**src/logic/bme_pkg.sv**
```systemverilog
/*
 * Package for the bit-manipulation executor: opcodes, field codes,
 * register indices, reset values, carrier structs and the state record.
 * Assumes a single 200 MHz clock domain and a synchronous reset.
 */
package bme_pkg;

   // ****************************************************************
   // sizes
   // ****************************************************************
   localparam int MEM_WORDS  = 256;
   localparam int PORT_COUNT = 16;
   localparam int LATCH_BITS = 6;

   // ****************************************************************
   // opcodes and second-byte fields
   // ****************************************************************
   localparam logic [7:0] OP_PFX_IRQ   = 8'h36;
   localparam logic [7:0] OP_PFX_MEM   = 8'h39;
   localparam logic [7:0] OP_PFX_IO    = 8'h3A;
   localparam logic [7:0] OP_PFX_PORT  = 8'h3B;
   localparam logic [7:0] OP_SET_LPTR  = 8'h34;
   localparam logic [7:0] OP_CLR_LPTR  = 8'h35;
   localparam logic [5:0] OP_SET_HL    = 6'h14;
   localparam logic [5:0] OP_CLR_HL    = 6'h15;
   localparam logic [1:0] SUB_SET      = 2'h0;
   localparam logic [1:0] SUB_CLR      = 2'h1;
   localparam logic [1:0] SUB_COPY_BIT_TO_FLAG    = 2'h3;
   localparam logic [1:0] SUB_ENABLE_AND_MASK_LATCHES    = 2'h1;
   localparam logic [1:0] SUB_DISABLE_AND_MASK_LATCHES    = 2'h2;
   localparam logic [1:0] SUB_CLRIL    = 2'h3;
   localparam logic [3:0] SUB_IN_ACC   = 4'h2;
   localparam logic [3:0] LPORT_BASE   = 4'h4;

   // ****************************************************************
   // register indices on the plain register port
   // ****************************************************************
   localparam logic [2:0] REG_STATUS   = 3'h0;
   localparam logic [2:0] REG_LATCH    = 3'h1;
   localparam logic [2:0] REG_MEMADDR  = 3'h2;
   localparam logic [2:0] REG_MEMDATA  = 3'h3;

   // ****************************************************************
   // types
   // ****************************************************************
   typedef enum logic [1:0] {BME_FETCH = 2'h0, BME_OPERAND = 2'h1} bme_phase_t;

   typedef struct packed {
      logic       wr;
      logic       rd;
      logic [2:0] addr;
      logic [7:0] wdata;
   } bme_bus_req_t;

   typedef struct packed {
      logic       valid;
      logic [7:0] code;
   } bme_instr_t;

   typedef struct packed {
      bme_phase_t                         phase;
      logic [7:0]                         prefix;
      logic                               test_result_flag;
      logic                               master_irq_enable;
      logic [LATCH_BITS-1:0]              irq_latch_vector;
      logic [3:0]                         accumulator_reg;
      logic [MEM_WORDS-1:0][3:0]          mem;
      logic [PORT_COUNT-1:0][3:0]         port;
      logic [PORT_COUNT-1:0][3:0]         pin_s1;
      logic [PORT_COUNT-1:0][3:0]         pin_s2;
      logic [7:0]                         memaddr;
      logic [7:0]                         rdata;
   } bme_state_t;

   localparam bme_state_t RESET_STATE = '0;

endpackage

```
**src/logic/bme_executor.sv**
```systemverilog
/*
 * Bit-manipulation executor: decodes memory/port bit set and clear,
 * port bit test, interrupt latch masking and port input to accumulator.
 * Assumes instruction bytes arrive one per strobe from the fetch logic,
 * pointer registers come from the same clock domain, pins are async.
 */
// The address-and-strobe port and the register addresses are this design's own decisions.
// Operation
// RULE1: port bit test copies bit into flag
// RULE2: single-byte set bit at pointer address
// RULE3: single-byte clear bit at pointer address
// RULE4: prefixed set bit at page-0 address
// RULE5: prefixed clear bit at page-0 address
// RULE6: prefixed set bit of port register
// RULE7: prefixed clear bit of port register
// RULE8: low-pointer selects port four-seven and bit
// RULE9: enable interrupts, clear latches with zero mask
// RULE10: disable interrupts, clear latches with zero mask
// RULE11: decode separate latch-only clear operation
// RULE12: port input value loads the accumulator
// RULE13: bit writes leave other nibble bits unchanged
// RULE14: latch-only clear keeps master enable unchanged
`timescale 1ns/1ps
module bme_executor
#(
   parameter logic [15:0] OUT_PORT_MASK = 16'h0006
)
(
   input  wire logic                 CLK_SYS_I,
   input  wire logic                 SRST_I,
   input  wire bme_pkg::bme_instr_t  INSTR_I,
   input  wire logic [3:0]           H_PTR_I,
   input  wire logic [3:0]           L_PTR_I,
   input  wire logic [63:0]          PIN_I,
   input  wire bme_pkg::bme_bus_req_t BUS_REQ_I,
   output logic [7:0]                RDATA_O,
   output logic                      TEST_FLAG_O,
   output logic                      IRQ_ENABLE_O,
   output logic [5:0]                IRQ_LATCH_O,
   output logic [3:0]                ACC_O,
   output logic [63:0]               PORT_O
);

   // ****************************************************************
   // state and helpers
   // ****************************************************************
   bme_pkg::bme_state_t r;
   bme_pkg::bme_state_t next_r;

   // output ports read back their register, others read the pins
   function automatic logic [3:0] port_value(
      input logic [15:0][3:0] regs,
      input logic [15:0][3:0] pins,
      input logic [3:0]       idx
   );
      port_value = OUT_PORT_MASK[idx] ? regs[idx] : pins[idx];
   endfunction

   logic       take_fetch;
   logic       take_oper;
   logic [7:0] code;
   logic [1:0] sub;
   logic [1:0] bidx1;
   logic [1:0] bidx2;
   logic [3:0] lo;
   logic [7:0] hl;
   logic [3:0] hl_word;
   logic [3:0] lport;
   logic [3:0] sel_val;
   logic       sel_bit;
   logic       bus_latch_wr;
   logic [5:0] mask;

   assign code         = INSTR_I.code;
   assign take_fetch   = INSTR_I.valid && (r.phase == bme_pkg::BME_FETCH);
   assign take_oper    = INSTR_I.valid && (r.phase == bme_pkg::BME_OPERAND);
   assign sub          = code[7:6];
   assign bidx1        = code[1:0];
   assign bidx2        = code[5:4];
   assign lo           = code[3:0];
   assign mask         = code[5:0];
   assign hl           = {H_PTR_I, L_PTR_I};
   assign hl_word      = r.mem[hl];
   assign lport        = 4'(L_PTR_I[3:2]) + bme_pkg::LPORT_BASE;
   assign sel_val      = port_value(r.port, r.pin_s2, lo);
   assign sel_bit      = sel_val[bidx2];
   assign bus_latch_wr = BUS_REQ_I.wr && (BUS_REQ_I.addr == bme_pkg::REG_LATCH);

   // ****************************************************************
   // next state
   // ****************************************************************
   always_comb
   begin
      next_r        = r;
      next_r.rdata  = 8'h00;
      next_r.pin_s1 = PIN_I;
      next_r.pin_s2 = r.pin_s1;

      case (r.phase)
         bme_pkg::BME_FETCH:
         begin
            if (INSTR_I.valid)
            begin
               if (code == bme_pkg::OP_PFX_IRQ || code == bme_pkg::OP_PFX_MEM ||
                   code == bme_pkg::OP_PFX_IO || code == bme_pkg::OP_PFX_PORT)
               begin
                  next_r.phase  = bme_pkg::BME_OPERAND;
                  next_r.prefix = code;
               end
               else if (code[7:2] == bme_pkg::OP_SET_HL)
                  next_r.mem[hl][bidx1] = 1'b1;                  // see RULE2 see RULE13
               else if (code[7:2] == bme_pkg::OP_CLR_HL)
                  next_r.mem[hl][bidx1] = 1'b0;                  // see RULE3 see RULE13
               else if (code == bme_pkg::OP_SET_LPTR)
                  next_r.port[lport][L_PTR_I[1:0]] = 1'b1;       // see RULE8 see RULE13
               else if (code == bme_pkg::OP_CLR_LPTR)
                  next_r.port[lport][L_PTR_I[1:0]] = 1'b0;       // see RULE8 see RULE13
            end
         end
         bme_pkg::BME_OPERAND:
         begin
            // second byte may lag the prefix by any number of idle cycles
            if (INSTR_I.valid)
            begin
               next_r.phase = bme_pkg::BME_FETCH;
               case (r.prefix)
                  bme_pkg::OP_PFX_MEM:
                  begin
                     if (sub == bme_pkg::SUB_SET)
                        next_r.mem[{4'h0, lo}][bidx2] = 1'b1;     // see RULE4 see RULE13
                     else if (sub == bme_pkg::SUB_CLR)
                        next_r.mem[{4'h0, lo}][bidx2] = 1'b0;     // see RULE5 see RULE13
                  end
                  bme_pkg::OP_PFX_PORT:
                  begin
                     if (sub == bme_pkg::SUB_SET)
                        next_r.port[lo][bidx2] = 1'b1;           // see RULE6 see RULE13
                     else if (sub == bme_pkg::SUB_CLR)
                        next_r.port[lo][bidx2] = 1'b0;           // see RULE7 see RULE13
                     else if (sub == bme_pkg::SUB_COPY_BIT_TO_FLAG)
                        next_r.test_result_flag = sel_bit;       // see RULE1
                  end
                  bme_pkg::OP_PFX_IRQ:
                  begin
                     if (sub == bme_pkg::SUB_ENABLE_AND_MASK_LATCHES)
                        next_r.master_irq_enable = 1'b1;         // see RULE9
                     else if (sub == bme_pkg::SUB_DISABLE_AND_MASK_LATCHES)
                        next_r.master_irq_enable = 1'b0;         // see RULE10
                     if (sub != 2'h0)
                        next_r.irq_latch_vector = r.irq_latch_vector & mask; // see RULE9 see RULE10 see RULE11 see RULE14
                  end
                  bme_pkg::OP_PFX_IO:
                  begin
                     if (code[7:4] == bme_pkg::SUB_IN_ACC)
                        next_r.accumulator_reg = sel_val;        // see RULE12
                  end
                  default:
                  begin
                     next_r.phase = bme_pkg::BME_FETCH;
                  end
               endcase
            end
         end
         default:
         begin
            next_r.phase = bme_pkg::BME_FETCH;
         end
      endcase

      // ****************************************************************
      // register port
      // ****************************************************************
      // a latch request in the same cycle as a masking clear survives
      if (bus_latch_wr)
         next_r.irq_latch_vector = next_r.irq_latch_vector | BUS_REQ_I.wdata[5:0];
      if (BUS_REQ_I.wr && BUS_REQ_I.addr == bme_pkg::REG_MEMADDR)
         next_r.memaddr = BUS_REQ_I.wdata;
      if (BUS_REQ_I.rd)
      begin
         case (BUS_REQ_I.addr)
            bme_pkg::REG_STATUS:
               next_r.rdata = {r.accumulator_reg, 2'h0, r.master_irq_enable, r.test_result_flag};
            bme_pkg::REG_LATCH:
               next_r.rdata = {2'h0, r.irq_latch_vector};
            bme_pkg::REG_MEMADDR:
               next_r.rdata = r.memaddr;
            bme_pkg::REG_MEMDATA:
               next_r.rdata = {4'h0, r.mem[r.memaddr]};
            default:
               next_r.rdata = 8'h00;
         endcase
      end
   end

   always_ff @(posedge CLK_SYS_I)
   begin
      if (SRST_I)
         r <= bme_pkg::RESET_STATE;
      else
         r <= next_r;
   end

   assign RDATA_O      = r.rdata;
   assign TEST_FLAG_O  = r.test_result_flag;
   assign IRQ_ENABLE_O = r.master_irq_enable;
   assign IRQ_LATCH_O  = r.irq_latch_vector;
   assign ACC_O        = r.accumulator_reg;
   assign PORT_O       = r.port;
endmodule

```
**config.mk**
```make
export PLATFORM = sky130hd
export DESIGN_NAME = bme_executor
export DESIGN_NICKNAME = d
export VERILOG_FILES = /design/src/logic/bme_pkg.sv /design/src/logic/bme_executor.sv
export SDC_FILE = /design/constraint.sdc
export NUM_CORES = 2
export LEC_CHECK = 0
export BUFFER_PORTS_ARGS = -buffer_cell sky130_fd_sc_hd__buf_2
export CORE_ASPECT_RATIO = 1.5
export CORE_MARGIN = 5
export CORE_UTILIZATION = 35
export DETAILED_ROUTE_END_ITERATION = 12
export HOLD_SLACK_MARGIN = 0.1
export SYNTH_ARGS = -nofsm -noshare
export SYNTH_HDL_FRONTEND = slang
export SYNTH_SLANG_ARGS = --single-unit
```
**constraint.sdc**
```tcl
create_clock -name CLK_SYS_I -period 3.5 [get_ports CLK_SYS_I]
set_input_delay 0.35 -clock CLK_SYS_I [delete_from_list [all_inputs] [get_ports CLK_SYS_I]]
set_output_delay 0.35 -clock CLK_SYS_I [all_outputs]
set_load 0.05 [all_outputs]
```
---- After elaboration in Yosys (flattened, before gate mapping) ----
Memory sizes are Yosys's and may differ from the RTL's.
Cells that the tools add are included.
storage, ports and cells
  bits in registers ....................... 1254
  memory bits (read-only) ................. 16
  output and inout bits ................... 84
  word-level logic and storage cells ...... 456
  memories ................................ 1
cells by class
  $add $sub $neg .......................... 1
  order comparisons ....................... 15
  equal/unequal tests ..................... 31
  multiplexer cells ....................... 53
  bitwise operators ....................... 17
  reduce and logical (&&, ||, !) cells .... 26
memories
  name              depth  width  rd ports  clocked after Yosys merged registers in  wr ports  RTL line            source
  (name not given)  16     1      1         0                                        0         bme_executor.sv:56  port_value = OUT_PORT_MASK[idx] ? regs[idx] : pins[idx];
operator list
  kind                  count
  $mux 1024             5
  $mux 1088             2
  $pmux 1088 s2         1
  $and 1024x1024->1024  2
  $mux 1098             1
  $not 1024->1024       1
  $not 64->1024         1
  $or 1024x1024->1024   1
  $or 1024x64->1024     1
  $mux 64               7
  $and 64x64->64        2
  $not 64->64           2
  $or 64x64->64         2
  $eq 8x6->1 const B    10
  $demux 4 s4           3
  $mux 4                10
  $bmux 4 s4            2
  $bmux 4 s8            1
  $demux 4 s8           1
  $pmux 8 s4            1
  $mux 10               3
  $lt 8x9->1 const B    2
  $mux 6                3
  $eq 6x5->1 const B    2
  other kinds (34)      77

---- Longest topological paths before layout ----
  depth after elaboration ................. 15
  mapped depth ............................ 14
  mapped depth without buffers ............ 9

---- Least setup slack after synthesis ----
Ideal clock, no wire load.
  path type ............................... input to register
  start point ............................. input port INSTR_I[1] in the netlist's numbering
  end point ............................... register r[216] in the netlist's numbering
  library setup time ...................... 132 ps
  data arrival time ....................... 2928 ps
  required time ........................... 3368 ps
  path slack .............................. 440 ps
  stages on the path ...................... 13
  buffers on the path ..................... 5
  cell sequence ........................... buf_1 -> clkbuf_1 -> inv_1 -> ha_1 -> clkbuf_1 -> o31ai_1 -> o21ai_0 -> a221oi_1 -> o21ai_0 -> clkbuf_1 -> clkbuf_1 -> nor3_1 -> nor3_1
between the ends
  word-level cells in the longest chain between the ends .. 13
RTL lines
  item                                                            RTL line                                  source
  start, declared                                                 bme_executor.sv:31                        input wire bme_pkg::bme_instr_t INSTR_I,
  $lt 2x3->1 (implied by the code) or $ge 2x1->1 (tied branches)  bme_executor.sv:111, bme_executor.sv:113
  $logic_and 1x1->1 (implied by the code)                         bme_executor.sv:111, bme_executor.sv:113
  $mux 1 (implied by the code)                                    bme_executor.sv:111, bme_executor.sv:113
  $demux 1 s2                                                     bme_executor.sv:111, bme_executor.sv:113
  $mux 4 (implied by the code)                                    bme_executor.sv:111, bme_executor.sv:113
  $demux 4 s8                                                     bme_executor.sv:111, bme_executor.sv:113
  $not 1024->1024 (no source line)                                -
  $and 1024x1024->1024 (no source line)                           -
  $mux 1024                                                       bme_executor.sv:112                       else if (code[7:2] == bme_pkg::OP_CLR_HL)
  $mux 1024                                                       bme_executor.sv:110                       else if (code[7:2] == bme_pkg::OP_SET_HL)
  $mux 1088                                                       bme_executor.sv:104                       if (code == bme_pkg::OP_PFX_IRQ || code == bme_pkg::OP_PFX_MEM ||
  $mux 1088                                                       bme_executor.sv:102                       if (INSTR_I.valid)
  $pmux 1088 s2                                                   bme_executor.sv:99                        case (r.phase)
  end signal, assigned                                            bme_executor.sv:198                       r <= bme_pkg::RESET_STATE;
  end signal, assigned                                            bme_executor.sv:200                       r <= next_r;
  end, declared                                                   bme_executor.sv:47                        bme_pkg::bme_state_t r;
Parallel ways exist; a longest one is shown, timed or not. The select of a mux whose other input is x is not followed.
A chain may end at the register's enable or synchronous reset.

---- Worst setup path after layout ----
  start point ............................. register r[9] in the netlist's numbering
  end point ............................... register r, in the netlist RDATA_O[0]
between the ends
  word-level cells in the longest chain between the ends .. 3
RTL lines
  item                          RTL line             source
  $bmux 4 s8                    bme_executor.sv:188  next_r.rdata = {4'h0, r.mem[r.memaddr]};
  $mux 4 (implied by the code)  bme_executor.sv:188
  $pmux 8 s4                    bme_executor.sv:180  case (BUS_REQ_I.addr)
Every way passes these cells. The select of a mux whose other input is x is not followed.

==> metrics.txt <==
first-pass detailed-route iteration total=8; CTS sink count=roughly 1.3k; CTS tree=done; EDFF count, synth=0; count of boundary I/O pins=180; CP max-delay cell=dfxtp_4; core footprint=about 170000 um^2; critical path required time=4230 ps; fmax=0.285 GHz; CTS Buffer Depth=3; first-pass GRT wire length=368000 um; Avg Inst Size Synth=8.22 um^2; clock root cell=clkbuf_16; Leakage=0.0205 uW; Fillers=17.2k; CTS clk-pin slew, worst paths=70 ps; full die area=181000 um^2; Cell Rows=~190; status=finished, violations left; DIE WIDTH=349 um; launch point of the worst path=r[9]; Vias/cell=about 6.2; final worst setup slack=-3.70 ps; fin util=0.400; Hold Vio Cnt, Final=0; flops & latches, synth=1253; worst hold path class=primary input to flop; Cell Area, Synth=between 60000 and 70000 um^2; Post-CTS Setup Inserts=0; nets=about 7.3k; fin crit share=1.00; max_cap viols=0; vias in the first global route=56.3k; drt drc=0; Top FF cell, synth=dfxtp_1; RSZ-0062 raised after global routing=false; Max Slew Vio Count=0; failing checks=setup timing; Hold Crit Start=BUS_REQ_I[12]; Least-Margin Pin Slew=~1400 ps; Avg WL per Cell=roughly 26 um; final setup skew=38.8 ps; Global Route Usage Sum=0.263; CP most frequent cell=buf_4; Yosys Warn Count=0; layout cells sized above 1=0.122; Synth cell types=62; worst-path fanout max=25; Async SR Flop Fraction=0; Tmin final=3500 ps; initial drt markers=7542; Hold WS=approximately 150 ps; post-synthesis sequential area ratio=0.416; worst reg2reg startpoint=r[9]; I/O Buffers=approximately 180; Setup TNS Final=-3.70 ps; final wirelength=252000 um; post-synthesis cell count=7341; gp weighted congestion=approximately 0.97; grt ovf=0; Antenna Nets Post-Route=0; die height=518 um; Skew-Pair Late Insertion Delay=780 ps; vias=just under 60k; power density over the cells=442 nW/um^2; total CTS buffers=117; initial antenna violation count=17; pin count of the biggest net entering global routing=211; relative slew slack=0.0934; Initial Utilization=0.352; H-tree levels=3; CP endpoint kind=flop; slowest stage delay, CP=around 730 ps; syn nets=7444; hpwl dp=162000 um; commonest non-fill, non-tap cell in the layout=dfxtp_1; CP Launch Type=flop; final setup vio count=1; commonest non-fill, non-tap cells in the layout=1248 x dfxtp_1, 1073 x a21oi_1, 1015 x o21ai_0; area delta synth->final=13.4%; crit path kind=flop to flop; VDD IR max=~0.00053 V; CP cell instances=buf_4, mux2i_1, a22oi_1, o2111ai_1, nand4_1, nor3_1, a2111oi_2, buf_4, or3_1; CP arrival=approximately 4200 ps
flip-flops by register name, indices dropped and copies added (netlist names):
register      cells
r              1105
PORT_O           64
next_r           64
RDATA_O           8
IRQ_LATCH_O       6
ACC_O             4
IRQ_ENABLE_O      1
TEST_FLAG_O       1
worst max-delay path: cells and delay by family, from the launching register on:
family                 cells  cell delay (ps)
and+or+nand+nor            3              490
muxes                      1              130
DFF                        1              730
buffers and inverters      2              720
AOI/OAI and AO/OA          3             1370
layout make-up:
type,count,area (um^2),area share
Sequential cell,1253,25100,0.367
Timing Repair Buffer,536,4560,0.0667
Clock buffer,167,3410,0.0498
Tap cell,2256,2820,0.0413
Inverter,12,45.0,0.000658
Antenna cell,15,37.5,0.000549
Multi-Input combinational cell,5274,31600,0.462
Clock inverter,51,870,0.0127
metrics by stage:
step	total power, uW	instances	cell area (um^2)	worst slack [ps]
after global placement	16000	9245	63200	-249
after detailed placement	16000	9245	63200	-323
final	30200	9564	68400	-3.70
after global routing	30900	9551	68400	34.6
after floorplan	15400	7341	60300	440
after CTS	30300	9549	68400	82.7
worst paths after layout:
kind	to	slack, ps	cells past startpoint
hold reg to reg	r[20]	430	1
setup / recovery	RDATA_O[0]	-4	9
hold / removal	IRQ_LATCH_O[2]	150	4
setup reg to reg	RDATA_O[0]	-4	9
metal layers:
metal,global-route usage,part of all wire
met2,0.423,0.46
met3,0.0544,0.091
met5,0,0.00027
met4,0.229,0.10
met1,0.293,0.34
cells by family (layout without fill, tap and decap cells):
logic type | after synthesis | in the layout | share of synthesized area
fa+ha+maj | 7 | 7 | 0.00145
compound gates | 2339 | 2339 | 0.203
buf+inv | 814 | 766 | 0.0642
mux | 536 | 536 | 0.132
simple gates | 2392 | 2392 | 0.183
other cells | 0 | 15 | 0
flops | 1253 | 1253 | 0.416
power breakdown:
group | switching (uW) | internal [uW]
clock network | 6040 | 8410
logic | 1020 | 395
registers | 32.1 | 14300
total | 7090 | 23100
synth_stat cells (5+ instances only):
cell type | number | area (um^2)
buf_2 | 78 | 390
buf_4 | 97 | 728
mux2i_1 | 326 | 3260
o221ai_1 | 25 | 219
buf_8 | 9 | 135
a22oi_1 | 32 | 240
nor2_1 | 639 | 2400
mux4_2 | 182 | 4100
a2111oi_0 | 11 | 96.3
nand2b_1 | 19 | 119
buf_1 | 34 | 128
nand4_1 | 13 | 81.3
o21ai_0 | 1016 | 5080
ha_1 | 7 | 87.6
nand3_1 | 995 | 4980
inv_1 | 11 | 41.3
buf_12 | 7 | 140
a211oi_1 | 5 | 37.5
mux2_2 | 7 | 78.8
mux4_1 | 21 | 552
clkbuf_1 | 557 | 2090
a22o_1 | 9 | 78.8
o22ai_1 | 130 | 813
buf_6 | 17 | 191
and2_1 | 13 | 81.3
or3_1 | 6 | 37.5
nand2_1 | 377 | 1420
a221oi_1 | 7 | 61.3
dfxtp_1 | 1253 | 25100
a21oi_1 | 1073 | 5370
nor4_1 | 19 | 119
nor2b_1 | 152 | 951
nor3_1 | 142 | 711
a31oi_1 | 7 | 43.8
what timing repair did:
item                                   CTS  global route
gates resized for setup                  7             3
setup endpoints to repair                2             2
endpoints found under the hold margin   89             0
hold buffers                            86             0
gates cloned                             0             0
(Power assumes the default switching activity.)
